[config.mk]
export PLATFORM = sky130hd
export DESIGN_NAME = flash_sequencer
export DESIGN_NICKNAME = d
export VERILOG_FILES = /design/src/inc/flash_seq_pkg.sv /design/src/inc/timebase_if.sv /design/src/core/flash_sequencer.sv /design/src/core/flash_timebase.sv
export SDC_FILE = /design/constraint.sdc
export NUM_CORES = 1
export LEC_CHECK = 0
export BUFFER_PORTS_ARGS = -buffer_cell sky130_fd_sc_hd__buf_2
export CORE_MARGIN = 2
export CORE_UTILIZATION = 42
export DETAILED_ROUTE_END_ITERATION = 10
export GPL_TIMING_DRIVEN = 1
export PLACE_DENSITY = 0.7
export SLEW_MARGIN = 5
export SYNTH_ARGS = -nofsm -noshare
export SYNTH_HDL_FRONTEND = slang
export SYNTH_SLANG_ARGS = --single-unit
[constraint.sdc]
create_clock -name pclk -period 7.15 [get_ports pclk]
set_input_delay 0.3575 -clock pclk [delete_from_list [all_inputs] [get_ports pclk]]
set_output_delay 0.3575 -clock pclk [all_outputs]
set_load 0.02 [all_outputs]
[src/inc/flash_seq_pkg.sv]
// Register map, command codes and timing constants of the flash command sequencer
package flash_seq_pkg;

  // ==========================================================================
  // Register indices (byte address is four times the index)
  // ==========================================================================
  localparam logic [15:0] IDX_COMMAND = 16'ha020;
  localparam logic [15:0] IDX_DATA = 16'ha021;
  localparam logic [15:0] IDX_ADDR_HIGH = 16'ha022;
  localparam logic [15:0] IDX_ADDR_LOW = 16'ha023;
  localparam logic [15:0] IDX_SCALER = 16'ha024;
  localparam logic [15:0] IDX_ADDR_TOP = 16'ha012;
  localparam logic [15:0] IDX_LOW_BOUND = 16'ha025;
  localparam logic [15:0] IDX_HIGH_BOUND = 16'ha026;
  localparam logic [15:0] IDX_STATUS = 16'ha030;
  localparam logic [15:0] IDX_IRQ_STATUS = 16'ha031;
  localparam logic [15:0] IDX_IRQ_MASK = 16'ha032;

  // ==========================================================================
  // Reset values
  // ==========================================================================
  localparam logic [7:0] COMMAND_RESET = 8'h80;
  localparam logic [7:0] DATA_RESET = 8'h00;
  localparam logic [7:0] ADDR_RESET = 8'h00;
  localparam logic [0:0] ADDR_TOP_RESET = 1'h0;
  localparam logic [7:0] SCALER_RESET = 8'h25;
  localparam logic [7:0] LOW_BOUND_RESET = 8'hff;
  localparam logic [7:0] HIGH_BOUND_RESET = 8'h00;
  localparam logic [2:0] TIMEOUT_SELECT_RESET = 3'h0;
  localparam logic [1:0] IRQ_RESET = 2'h0;

  // ==========================================================================
  // Fields
  // ==========================================================================
  localparam int CODE_LSB = 3;
  localparam int STATUS_FAIL_BIT = 7;
  localparam int STATUS_BUSY_BIT = 6;
  localparam int IRQ_DONE_BIT = 0;
  localparam int IRQ_FAIL_BIT = 1;
  localparam int BLOCK_LSB = 9;
  localparam int FLASH_ADDR_MSB = 16;
  localparam logic [7:0] MFG_RANGE_START = 8'h80;

  // ==========================================================================
  // Command codes
  // ==========================================================================
  localparam logic [4:0] CODE_MAIN_READ = 5'h10;
  localparam logic [4:0] CODE_MAIN_ERASE = 5'h08;
  localparam logic [4:0] CODE_MAIN_WRITE = 5'h04;
  localparam logic [4:0] CODE_INFO_READ = 5'h02;
  localparam logic [4:0] CODE_INFO_WRITE = 5'h01;

  typedef enum logic [1:0] {OP_READ = 2'b00, OP_ERASE = 2'b01, OP_WRITE = 2'b10} array_op_type;
  typedef enum logic [0:0] {ST_IDLE = 1'b0, ST_RUN = 1'b1} seq_state_type;

  // ==========================================================================
  // Timeouts in timing base clock periods, indexed by timeout_select
  // ==========================================================================
  localparam logic [13:0] WRITE_TIMEOUT [0:7] = '{14'h0037, 14'h003c, 14'h0041, 14'h0045,
                                                  14'h004b, 14'h0050, 14'h0055, 14'h0059};
  localparam logic [13:0] ERASE_TIMEOUT [0:7] = '{14'h153b, 14'h1741, 14'h1934, 14'h1af1,
                                                  14'h1cf0, 14'h1ee2, 14'h20d1, 14'h22b9};

endpackage

[src/inc/timebase_if.sv]
// Link between the sequencer and its timing base clock generator
`timescale 1ns/1ps
interface timebase_if;
  logic [7:0] scaler;
  logic run;
  logic tick;
  modport source (input scaler, input run, output tick);
  modport sink (output scaler, output run, input tick);
endinterface

[src/core/flash_sequencer.sv]
// Flash command sequencer with APB register file
// Contract
// One-hot five-bit command decode; others fail
// Address from top:high:low; data via data register
// High/low registers hold address bits 15..0
// Data register returns read byte, holds write
// Erase whole sector chosen by upper bits
// Check main erase/write against protection bounds
// Protected target: no array access, fail set
// Refuse information write in manufacturer range
// Manufacturer fuse area readable, never modified normally
// Fuse modification only in writer mode
// Timing base is clock times (scaler+1)/256
// Software sets scaler for about 2MHz
// Command resets 0x80; data, addresses zero
// Scaler resets to 0x25
// Fail kept on read, cleared by new command
// Timeout after selected count of base periods
// Address bit 16 from top address register
// Bounds count 512-byte blocks, low and high
//
// The implementer's own choice: the APB register port.
`timescale 1ns/1ps
module flash_sequencer
(
  input wire logic pclk,
  input wire logic presetn,
  input wire logic psel,
  input wire logic penable,
  input wire logic pwrite,
  input wire logic [17:0] paddr,
  input wire logic [31:0] pwdata,
  output logic [31:0] prdata,
  output logic pready,
  output logic pslverr,
  output logic irq,
  input wire logic writer_mode,
  output logic arr_req,
  output logic [1:0] arr_op,
  output logic arr_info,
  output logic [16:0] arr_addr,
  output logic [7:0] arr_wdata,
  input wire logic [7:0] arr_rdata,
  input wire logic arr_done
);

  timebase_if tbi ();

  flash_timebase timebase
  (
    .pclk(pclk),
    .presetn(presetn),
    .tb(tbi.source)
  );

  flash_seq_pkg::seq_state_type state_reg;
  flash_seq_pkg::seq_state_type state_next;
  logic [7:0] command_reg;
  logic [7:0] command_next;
  logic [7:0] data_reg;
  logic [7:0] data_next;
  logic [7:0] addr_high_reg;
  logic [7:0] addr_high_next;
  logic [7:0] addr_low_reg;
  logic [7:0] addr_low_next;
  logic [0:0] addr_top_reg;
  logic [0:0] addr_top_next;
  logic [7:0] scaler_reg;
  logic [7:0] scaler_next;
  logic [7:0] low_bound_reg;
  logic [7:0] low_bound_next;
  logic [7:0] high_bound_reg;
  logic [7:0] high_bound_next;
  logic [2:0] timeout_select_reg;
  logic [2:0] timeout_select_next;
  logic fail_reg;
  logic fail_next;
  logic [1:0] irq_status_reg;
  logic [1:0] irq_status_next;
  logic [1:0] irq_mask_reg;
  logic [1:0] irq_mask_next;
  logic arr_req_reg;
  logic arr_req_next;
  logic [1:0] arr_op_reg;
  logic [1:0] arr_op_next;
  logic arr_info_reg;
  logic arr_info_next;
  logic [13:0] limit_reg;
  logic [13:0] limit_next;
  logic [13:0] count_reg;
  logic [13:0] count_next;
  logic [31:0] prdata_reg;
  logic [31:0] prdata_next;

  logic [15:0] index;
  logic access;
  logic reg_write;
  logic idle_write;
  logic hit;
  logic [7:0] rd_value;
  logic [4:0] code;
  logic [16:0] target;
  logic [7:0] block;
  logic protect_hit;
  logic mfg_hit;
  logic refuse;
  logic ev_done;
  logic ev_fail;

  // ==========================================================================
  // APB decode and read mux
  // ==========================================================================
  assign index = paddr[17:2];
  assign access = psel & penable;
  assign reg_write = access & pwrite;
  assign idle_write = reg_write & (state_reg == flash_seq_pkg::ST_IDLE);
  assign pready = access;
  assign pslverr = access & ~hit;

  always_comb
  begin
    hit = 1'b1;
    rd_value = 8'h00;
    case (index)
      flash_seq_pkg::IDX_COMMAND: rd_value = command_reg;
      flash_seq_pkg::IDX_DATA: rd_value = data_reg;
      flash_seq_pkg::IDX_ADDR_HIGH: rd_value = addr_high_reg;
      flash_seq_pkg::IDX_ADDR_LOW: rd_value = addr_low_reg;
      flash_seq_pkg::IDX_SCALER: rd_value = scaler_reg;
      flash_seq_pkg::IDX_ADDR_TOP: rd_value = {7'h00, addr_top_reg};
      flash_seq_pkg::IDX_LOW_BOUND: rd_value = low_bound_reg;
      flash_seq_pkg::IDX_HIGH_BOUND: rd_value = high_bound_reg;
      flash_seq_pkg::IDX_STATUS:
      begin
        rd_value = {5'h00, timeout_select_reg};
        rd_value[flash_seq_pkg::STATUS_FAIL_BIT] = fail_reg;
        rd_value[flash_seq_pkg::STATUS_BUSY_BIT] = (state_reg == flash_seq_pkg::ST_RUN);
      end
      flash_seq_pkg::IDX_IRQ_STATUS: rd_value = {6'h00, irq_status_reg};
      flash_seq_pkg::IDX_IRQ_MASK: rd_value = {6'h00, irq_mask_reg};
      default: hit = 1'b0;
    endcase
    prdata_next = (psel & ~penable) ? {24'h000000, rd_value} : prdata_reg;
  end

  // ==========================================================================
  // Command check
  // ==========================================================================
  assign code = pwdata[flash_seq_pkg::CODE_LSB +: 5];
  assign target = {addr_top_reg, addr_high_reg, addr_low_reg};
  assign block = target[flash_seq_pkg::FLASH_ADDR_MSB:flash_seq_pkg::BLOCK_LSB];
  assign protect_hit = (block < low_bound_reg) | (block > high_bound_reg);
  assign mfg_hit = (addr_low_reg >= flash_seq_pkg::MFG_RANGE_START) & ~writer_mode;

  always_comb
  begin
    refuse = 1'b0;
    arr_op_next = arr_op_reg;
    arr_info_next = arr_info_reg;
    limit_next = limit_reg;
    case (code)
      flash_seq_pkg::CODE_MAIN_READ:
      begin
        arr_op_next = flash_seq_pkg::OP_READ;
        arr_info_next = 1'b0;
        limit_next = flash_seq_pkg::WRITE_TIMEOUT[timeout_select_reg];
      end
      flash_seq_pkg::CODE_MAIN_ERASE:
      begin
        refuse = protect_hit;
        arr_op_next = flash_seq_pkg::OP_ERASE;
        arr_info_next = 1'b0;
        limit_next = flash_seq_pkg::ERASE_TIMEOUT[timeout_select_reg];
      end
      flash_seq_pkg::CODE_MAIN_WRITE:
      begin
        refuse = protect_hit;
        arr_op_next = flash_seq_pkg::OP_WRITE;
        arr_info_next = 1'b0;
        limit_next = flash_seq_pkg::WRITE_TIMEOUT[timeout_select_reg];
      end
      flash_seq_pkg::CODE_INFO_READ:
      begin
        arr_op_next = flash_seq_pkg::OP_READ;
        arr_info_next = 1'b1;
        limit_next = flash_seq_pkg::WRITE_TIMEOUT[timeout_select_reg];
      end
      flash_seq_pkg::CODE_INFO_WRITE:
      begin
        refuse = mfg_hit;
        arr_op_next = flash_seq_pkg::OP_WRITE;
        arr_info_next = 1'b1;
        limit_next = flash_seq_pkg::WRITE_TIMEOUT[timeout_select_reg];
      end
      default: refuse = 1'b1;
    endcase
  end

  // ==========================================================================
  // Sequencer and register next values
  // ==========================================================================
  always_comb
  begin
    state_next = state_reg;
    command_next = command_reg;
    data_next = data_reg;
    addr_high_next = addr_high_reg;
    addr_low_next = addr_low_reg;
    addr_top_next = addr_top_reg;
    scaler_next = scaler_reg;
    low_bound_next = low_bound_reg;
    high_bound_next = high_bound_reg;
    timeout_select_next = timeout_select_reg;
    fail_next = fail_reg;
    arr_req_next = arr_req_reg;
    count_next = count_reg;
    ev_done = 1'b0;
    ev_fail = 1'b0;
    if (idle_write)
    begin
      case (index)
        flash_seq_pkg::IDX_DATA: data_next = pwdata[7:0];
        flash_seq_pkg::IDX_ADDR_HIGH: addr_high_next = pwdata[7:0];
        flash_seq_pkg::IDX_ADDR_LOW: addr_low_next = pwdata[7:0];
        flash_seq_pkg::IDX_ADDR_TOP: addr_top_next = pwdata[0:0];
        flash_seq_pkg::IDX_SCALER: scaler_next = pwdata[7:0];
        flash_seq_pkg::IDX_LOW_BOUND: low_bound_next = pwdata[7:0];
        flash_seq_pkg::IDX_HIGH_BOUND: high_bound_next = pwdata[7:0];
        flash_seq_pkg::IDX_STATUS: timeout_select_next = pwdata[2:0];
        default: command_next = command_reg;
      endcase
    end
    case (state_reg)
      flash_seq_pkg::ST_IDLE:
      begin
        if (idle_write && index == flash_seq_pkg::IDX_COMMAND)
        begin
          command_next = pwdata[7:0];
          fail_next = refuse;
          count_next = 14'h0000;
          if (refuse)
          begin
            ev_done = 1'b1;
            ev_fail = 1'b1;
          end
          else
          begin
            arr_req_next = 1'b1;
            state_next = flash_seq_pkg::ST_RUN;
          end
        end
      end
      flash_seq_pkg::ST_RUN:
      begin
        if (arr_done)
        begin
          arr_req_next = 1'b0;
          ev_done = 1'b1;
          state_next = flash_seq_pkg::ST_IDLE;
          if (arr_op_reg == flash_seq_pkg::OP_READ)
          begin
            data_next = arr_rdata;
          end
        end
        else if (tbi.tick)
        begin
          count_next = count_reg + 14'h0001;
          if (count_next >= limit_reg)
          begin
            arr_req_next = 1'b0;
            fail_next = 1'b1;
            ev_done = 1'b1;
            ev_fail = 1'b1;
            state_next = flash_seq_pkg::ST_IDLE;
          end
        end
      end
      default: state_next = flash_seq_pkg::ST_IDLE;
    endcase
    irq_mask_next = irq_mask_reg;
    irq_status_next = irq_status_reg;
    if (reg_write && index == flash_seq_pkg::IDX_IRQ_MASK)
    begin
      irq_mask_next = pwdata[1:0];
    end
    if (reg_write && index == flash_seq_pkg::IDX_IRQ_STATUS)
    begin
      irq_status_next = irq_status_reg & ~pwdata[1:0];
    end
    irq_status_next[flash_seq_pkg::IRQ_DONE_BIT] = irq_status_next[flash_seq_pkg::IRQ_DONE_BIT] | ev_done;
    irq_status_next[flash_seq_pkg::IRQ_FAIL_BIT] = irq_status_next[flash_seq_pkg::IRQ_FAIL_BIT] | ev_fail;
  end

  // ==========================================================================
  // State registers
  // ==========================================================================
  always_ff @(posedge pclk or negedge presetn)
  begin
    if (!presetn)
    begin
      state_reg <= flash_seq_pkg::ST_IDLE;
      command_reg <= flash_seq_pkg::COMMAND_RESET;
      data_reg <= flash_seq_pkg::DATA_RESET;
      addr_high_reg <= flash_seq_pkg::ADDR_RESET;
      addr_low_reg <= flash_seq_pkg::ADDR_RESET;
      addr_top_reg <= flash_seq_pkg::ADDR_TOP_RESET;
      scaler_reg <= flash_seq_pkg::SCALER_RESET;
      low_bound_reg <= flash_seq_pkg::LOW_BOUND_RESET;
      high_bound_reg <= flash_seq_pkg::HIGH_BOUND_RESET;
      timeout_select_reg <= flash_seq_pkg::TIMEOUT_SELECT_RESET;
      fail_reg <= 1'b0;
      irq_status_reg <= flash_seq_pkg::IRQ_RESET;
      irq_mask_reg <= flash_seq_pkg::IRQ_RESET;
      arr_req_reg <= 1'b0;
      arr_op_reg <= flash_seq_pkg::OP_READ;
      arr_info_reg <= 1'b0;
      limit_reg <= 14'h0000;
      count_reg <= 14'h0000;
      prdata_reg <= 32'h0000_0000;
    end
    else
    begin
      state_reg <= state_next;
      command_reg <= command_next;
      data_reg <= data_next;
      addr_high_reg <= addr_high_next;
      addr_low_reg <= addr_low_next;
      addr_top_reg <= addr_top_next;
      scaler_reg <= scaler_next;
      low_bound_reg <= low_bound_next;
      high_bound_reg <= high_bound_next;
      timeout_select_reg <= timeout_select_next;
      fail_reg <= fail_next;
      irq_status_reg <= irq_status_next;
      irq_mask_reg <= irq_mask_next;
      arr_req_reg <= arr_req_next;
      prdata_reg <= prdata_next;
      count_reg <= count_next;
      if (state_reg == flash_seq_pkg::ST_IDLE)
      begin
        arr_op_reg <= arr_op_next;
        arr_info_reg <= arr_info_next;
        limit_reg <= limit_next;
      end
    end
  end

  // ==========================================================================
  // Outputs
  // ==========================================================================
  assign tbi.scaler = scaler_reg;
  assign tbi.run = (state_reg == flash_seq_pkg::ST_RUN);
  assign prdata = prdata_reg;
  assign irq = |(irq_status_reg & irq_mask_reg);
  assign arr_req = arr_req_reg;
  assign arr_op = arr_op_reg;
  assign arr_info = arr_info_reg;
  assign arr_addr = target;
  assign arr_wdata = data_reg;

endmodule

[src/core/flash_timebase.sv]
// Timing base clock: one tick per 256/(scaler+1) system clocks
`timescale 1ns/1ps
module flash_timebase
(
  input wire logic pclk,
  input wire logic presetn,
  timebase_if.source tb
);

  logic [7:0] acc_reg;
  logic [7:0] acc_next;
  logic tick_reg;
  logic tick_next;
  logic [8:0] sum;

  // ==========================================================================
  // Phase accumulator; carry out marks a tick
  // ==========================================================================
  always_comb
  begin
    sum = {1'b0, acc_reg} + {1'b0, tb.scaler} + 9'h001;
    acc_next = tb.run ? sum[7:0] : 8'h00;
    tick_next = tb.run & sum[8];
  end

  always_ff @(posedge pclk or negedge presetn)
  begin
    if (!presetn)
    begin
      acc_reg <= 8'h00;
      tick_reg <= 1'b0;
    end
    else
    begin
      acc_reg <= acc_next;
      tick_reg <= tick_next;
    end
  end

  assign tb.tick = tick_reg;

endmodule

==> metrics <==
global route overflow=0; H-tree Lvls=4; Mapped Cells=between 700 and 800; Routed Antenna Nets=0; crit path from=count_reg[0]$_DFFE_PN0P_; via density per instance=around 5.4; die width=between 100 and 150 um; CP Capture Point=irq_status_reg[0]$_DFF_PN0_; Rel. slew slack=a little under a quarter; Max Cap Viol=0; antenna violations before repair=0; Max Fanout on Critical Path=6; RSZ-0062 raised after global routing=no; Max Clock Freq=between 300 and 400 MHz; Post-CTS Setup Bufs=0; Syn Area/Cell=9.60 um^2; Cell Area, Placed=between 7000 and 8000 um^2; Worst Hold Class=in2async; # clock sinks=around 120; die area=approximately 18,000 um^2; count of pins over their slew limit=0; Post-CTS Resized=0; Setup violations, final=0; Worst setup SP type=flip-flop; WL/cell=between 15 and 20 um; WP data required=~7500 ps; Vias=approximately 5,600; mux contribution to synthesized area=9.01%; layout cells sized above 1=about 23%; gr usage total=between 20% and 30%; violated checks=hold timing; Post-Synth Simple-Gate Area=between 10% and 20%; status=finished with violations; register area share after synthesis=between 40% and 50%; cell area after synthesis=roughly 7100 um^2; largest family of logic cells by synthesized area=simple AND/OR/NAND/NOR gates; Compound-Gate Fraction of Synth Area=roughly 15%; post-route design area=around 8200 um^2; DR iter-0 viols=between 400 and 500; die height=134 um; # diodes=0; Power Dens Cells=between 200 and 250 nW/um^2; Critical R2R Launch=count_reg[0]$_DFFE_PN0P_; First-pass DRT Iterations=6; largest net degree at the start of global routing=63; PortBufs=just under 80; P&R area growth vs syn=15.2%; final wirelength=between 15,000 and 20,000 um; number of synthesized flops with an enable pin=0; WP data arrival=roughly 3600 ps; fin crit period=about 3300 ps; final std cells w/o fill=approximately 1,000; Post-Synth Adder-Cell Area=just under 9%; # DRC=0; Final Wtd Congestion=between 0.8 and 0.9; Max VDD drop=roughly 0.18 mV; final worst path period share=46.0%; post-synthesis xor/xnor area fraction=under 10%; Tightest Pin Transition=approximately 1200 ps; Skew-Pair Late Insertion Delay=~420 ps; CTS tree=done; DP HPWL=between 10,000 and 15,000 um; vias in the first global route=5,377; first-pass GRT wire length=~28,000 um; Synth async-reset ratio=100%; clk buf depth=2; critical path endpoint category=flip-flop; Setup CP Type=reg2reg; FF-to-FF path depth=11; Synth Register Bits=115; core region area=16,600 um^2; nets=around 920; hold_buf cts=0; top-level I/O count=129; R2R Path End=irq_status_reg[0]$_DFF_PN0_; endpoints failing hold=6; most used flip-flop cell after synthesis=dfrtp_1; synth warn=0; Clock Skew=around 8 ps; unique cell type count in the Yosys netlist=between 60 and 70; Rows=between 40 and 50; Min Hold Slack=-13.6 ps; Cells after DPL=a little over 1,000; CTS buffer count=17; root buf cell=clkbuf_16; setup TNS=0 ps; Initial Util=between 40% and 50%; Pleak=between 3 and 4 nW; flop-to-flop setup slack=roughly 3900 ps; Worst-path clk slew=roughly 60 ps
[where the power goes]
part	internal (mW)	leakage, nW	switching [mW]
Sequential	0.668	1.46	0.00845
Combinational	0.0404	2.20	0.0917
Clock	0.620	0.311	0.305
[stage by stage]
step | util, % | power (mW) | setup slack (ps)
5_1_grt | 49.4 | 1.79 | 3570
3_3_place_gp | 45.5 | 0.819 | 3920
6_report | 49.4 | 1.73 | 3860
4_1_cts | 49.4 | 1.75 | 3840
2_1_floorplan | - | 0.779 | 4380
3_5_place_dp | 45.5 | 0.821 | 3900
[cells by family after synthesis]
family          count (synthesis)
xor+xnor                       17
simple gates                  217
flops                         115
other cells                     1
mux                            58
compound gates                176
buf+inv                       108
fa+ha+maj                      49
[how the worst min path moves through the flow]
stage / endpoint / startpoint / slack (ps)
after floorplan: addr_high_reg[0]$_DFFE_PN0P_ / presetn / 60
after global placement: prdata[1]$_DFFE_PN0P_ / presetn / 460
after detailed placement: prdata[1]$_DFFE_PN0P_ / presetn / 460
after CTS: prdata[1]$_DFFE_PN0P_ / presetn / 20
after global routing: prdata[1]$_DFFE_PN0P_ / presetn / 30
final: prdata[1]$_DFFE_PN0P_ / presetn / -10
[synth_stat cells, types with 7 or more instances]
cell,instances,share of area [%]
a21oi_1,38,2.7
a22o_1,9,1.1
a31oi_1,10,0.88
buf_4,27,2.9
buf_6,7,1.1
clkbuf_1,20,1.1
dfrtp_1,103,36
dfstp_2,12,4.4
ha_1,48,8.4
inv_1,46,2.4
mux2_2,38,6.0
mux2i_1,19,2.7
nand2_1,65,3.4
nand3_1,22,1.5
nand4_1,8,0.70
nor2_1,52,2.7
nor2b_1,13,1.1
nor3_1,9,0.63
o211ai_1,8,0.84
o21a_1,7,0.74
o21ai_0,57,4.0
o21ai_1,8,0.56
xnor2_1,8,0.99
xor2_1,9,1.1
[critical path: stages, from the launching register on]
cell and delay (ps):
dfrtp_1 400, nand3_1 180, or2_2 400, nor3_1 380, nand3_1 180, xnor2_1 210
ha_1 280, a21oi_1 130, o21ai_0 120, a21oi_1 350, a21oi_1 220, a211o_1 300
[cells in the final DEF (no fill, tap or decap), types with 10 or more instances in the layout]
cell type / synthesis / final
o21ai_0: 57 / 57
dfstp_2: 12 / 12
nor2_1: 52 / 52
clkbuf_16: 0 / 17
a31oi_1: 10 / 10
nand3_1: 22 / 22
a21oi_1: 38 / 37
mux2_2: 38 / 38
inv_1: 46 / 46
ha_1: 48 / 48
nor2b_1: 13 / 13
dfrtp_1: 103 / 103
mux2i_1: 19 / 19
conb_1: 1 / 24
nand2_1: 65 / 65
buf_4: 27 / 10
buf_2: 6 / 77
[area by class of cell]
cell class | count | area, um^2
clock buffer | 24 | 492
clock inverter | 8 | 150
fill | 1561 | 8390
inverter | 46 | 173
multi-input combinational | 541 | 3750
sequential | 115 | 2890
tap | 220 | 275
timing repair buffer | 87 | 460
[routing by layer]
| layer | part of all wire [%] | global-route usage [%] |
|---|---|---|
| met5 | 0 | 0 |
| met4 | 1.4 | 6.02 |
| met3 | 5.2 | 5.03 |
| met2 | 48 | 33.2 |
| met1 | 46 | 27.7 |
(Power assumes the default switching activity.)
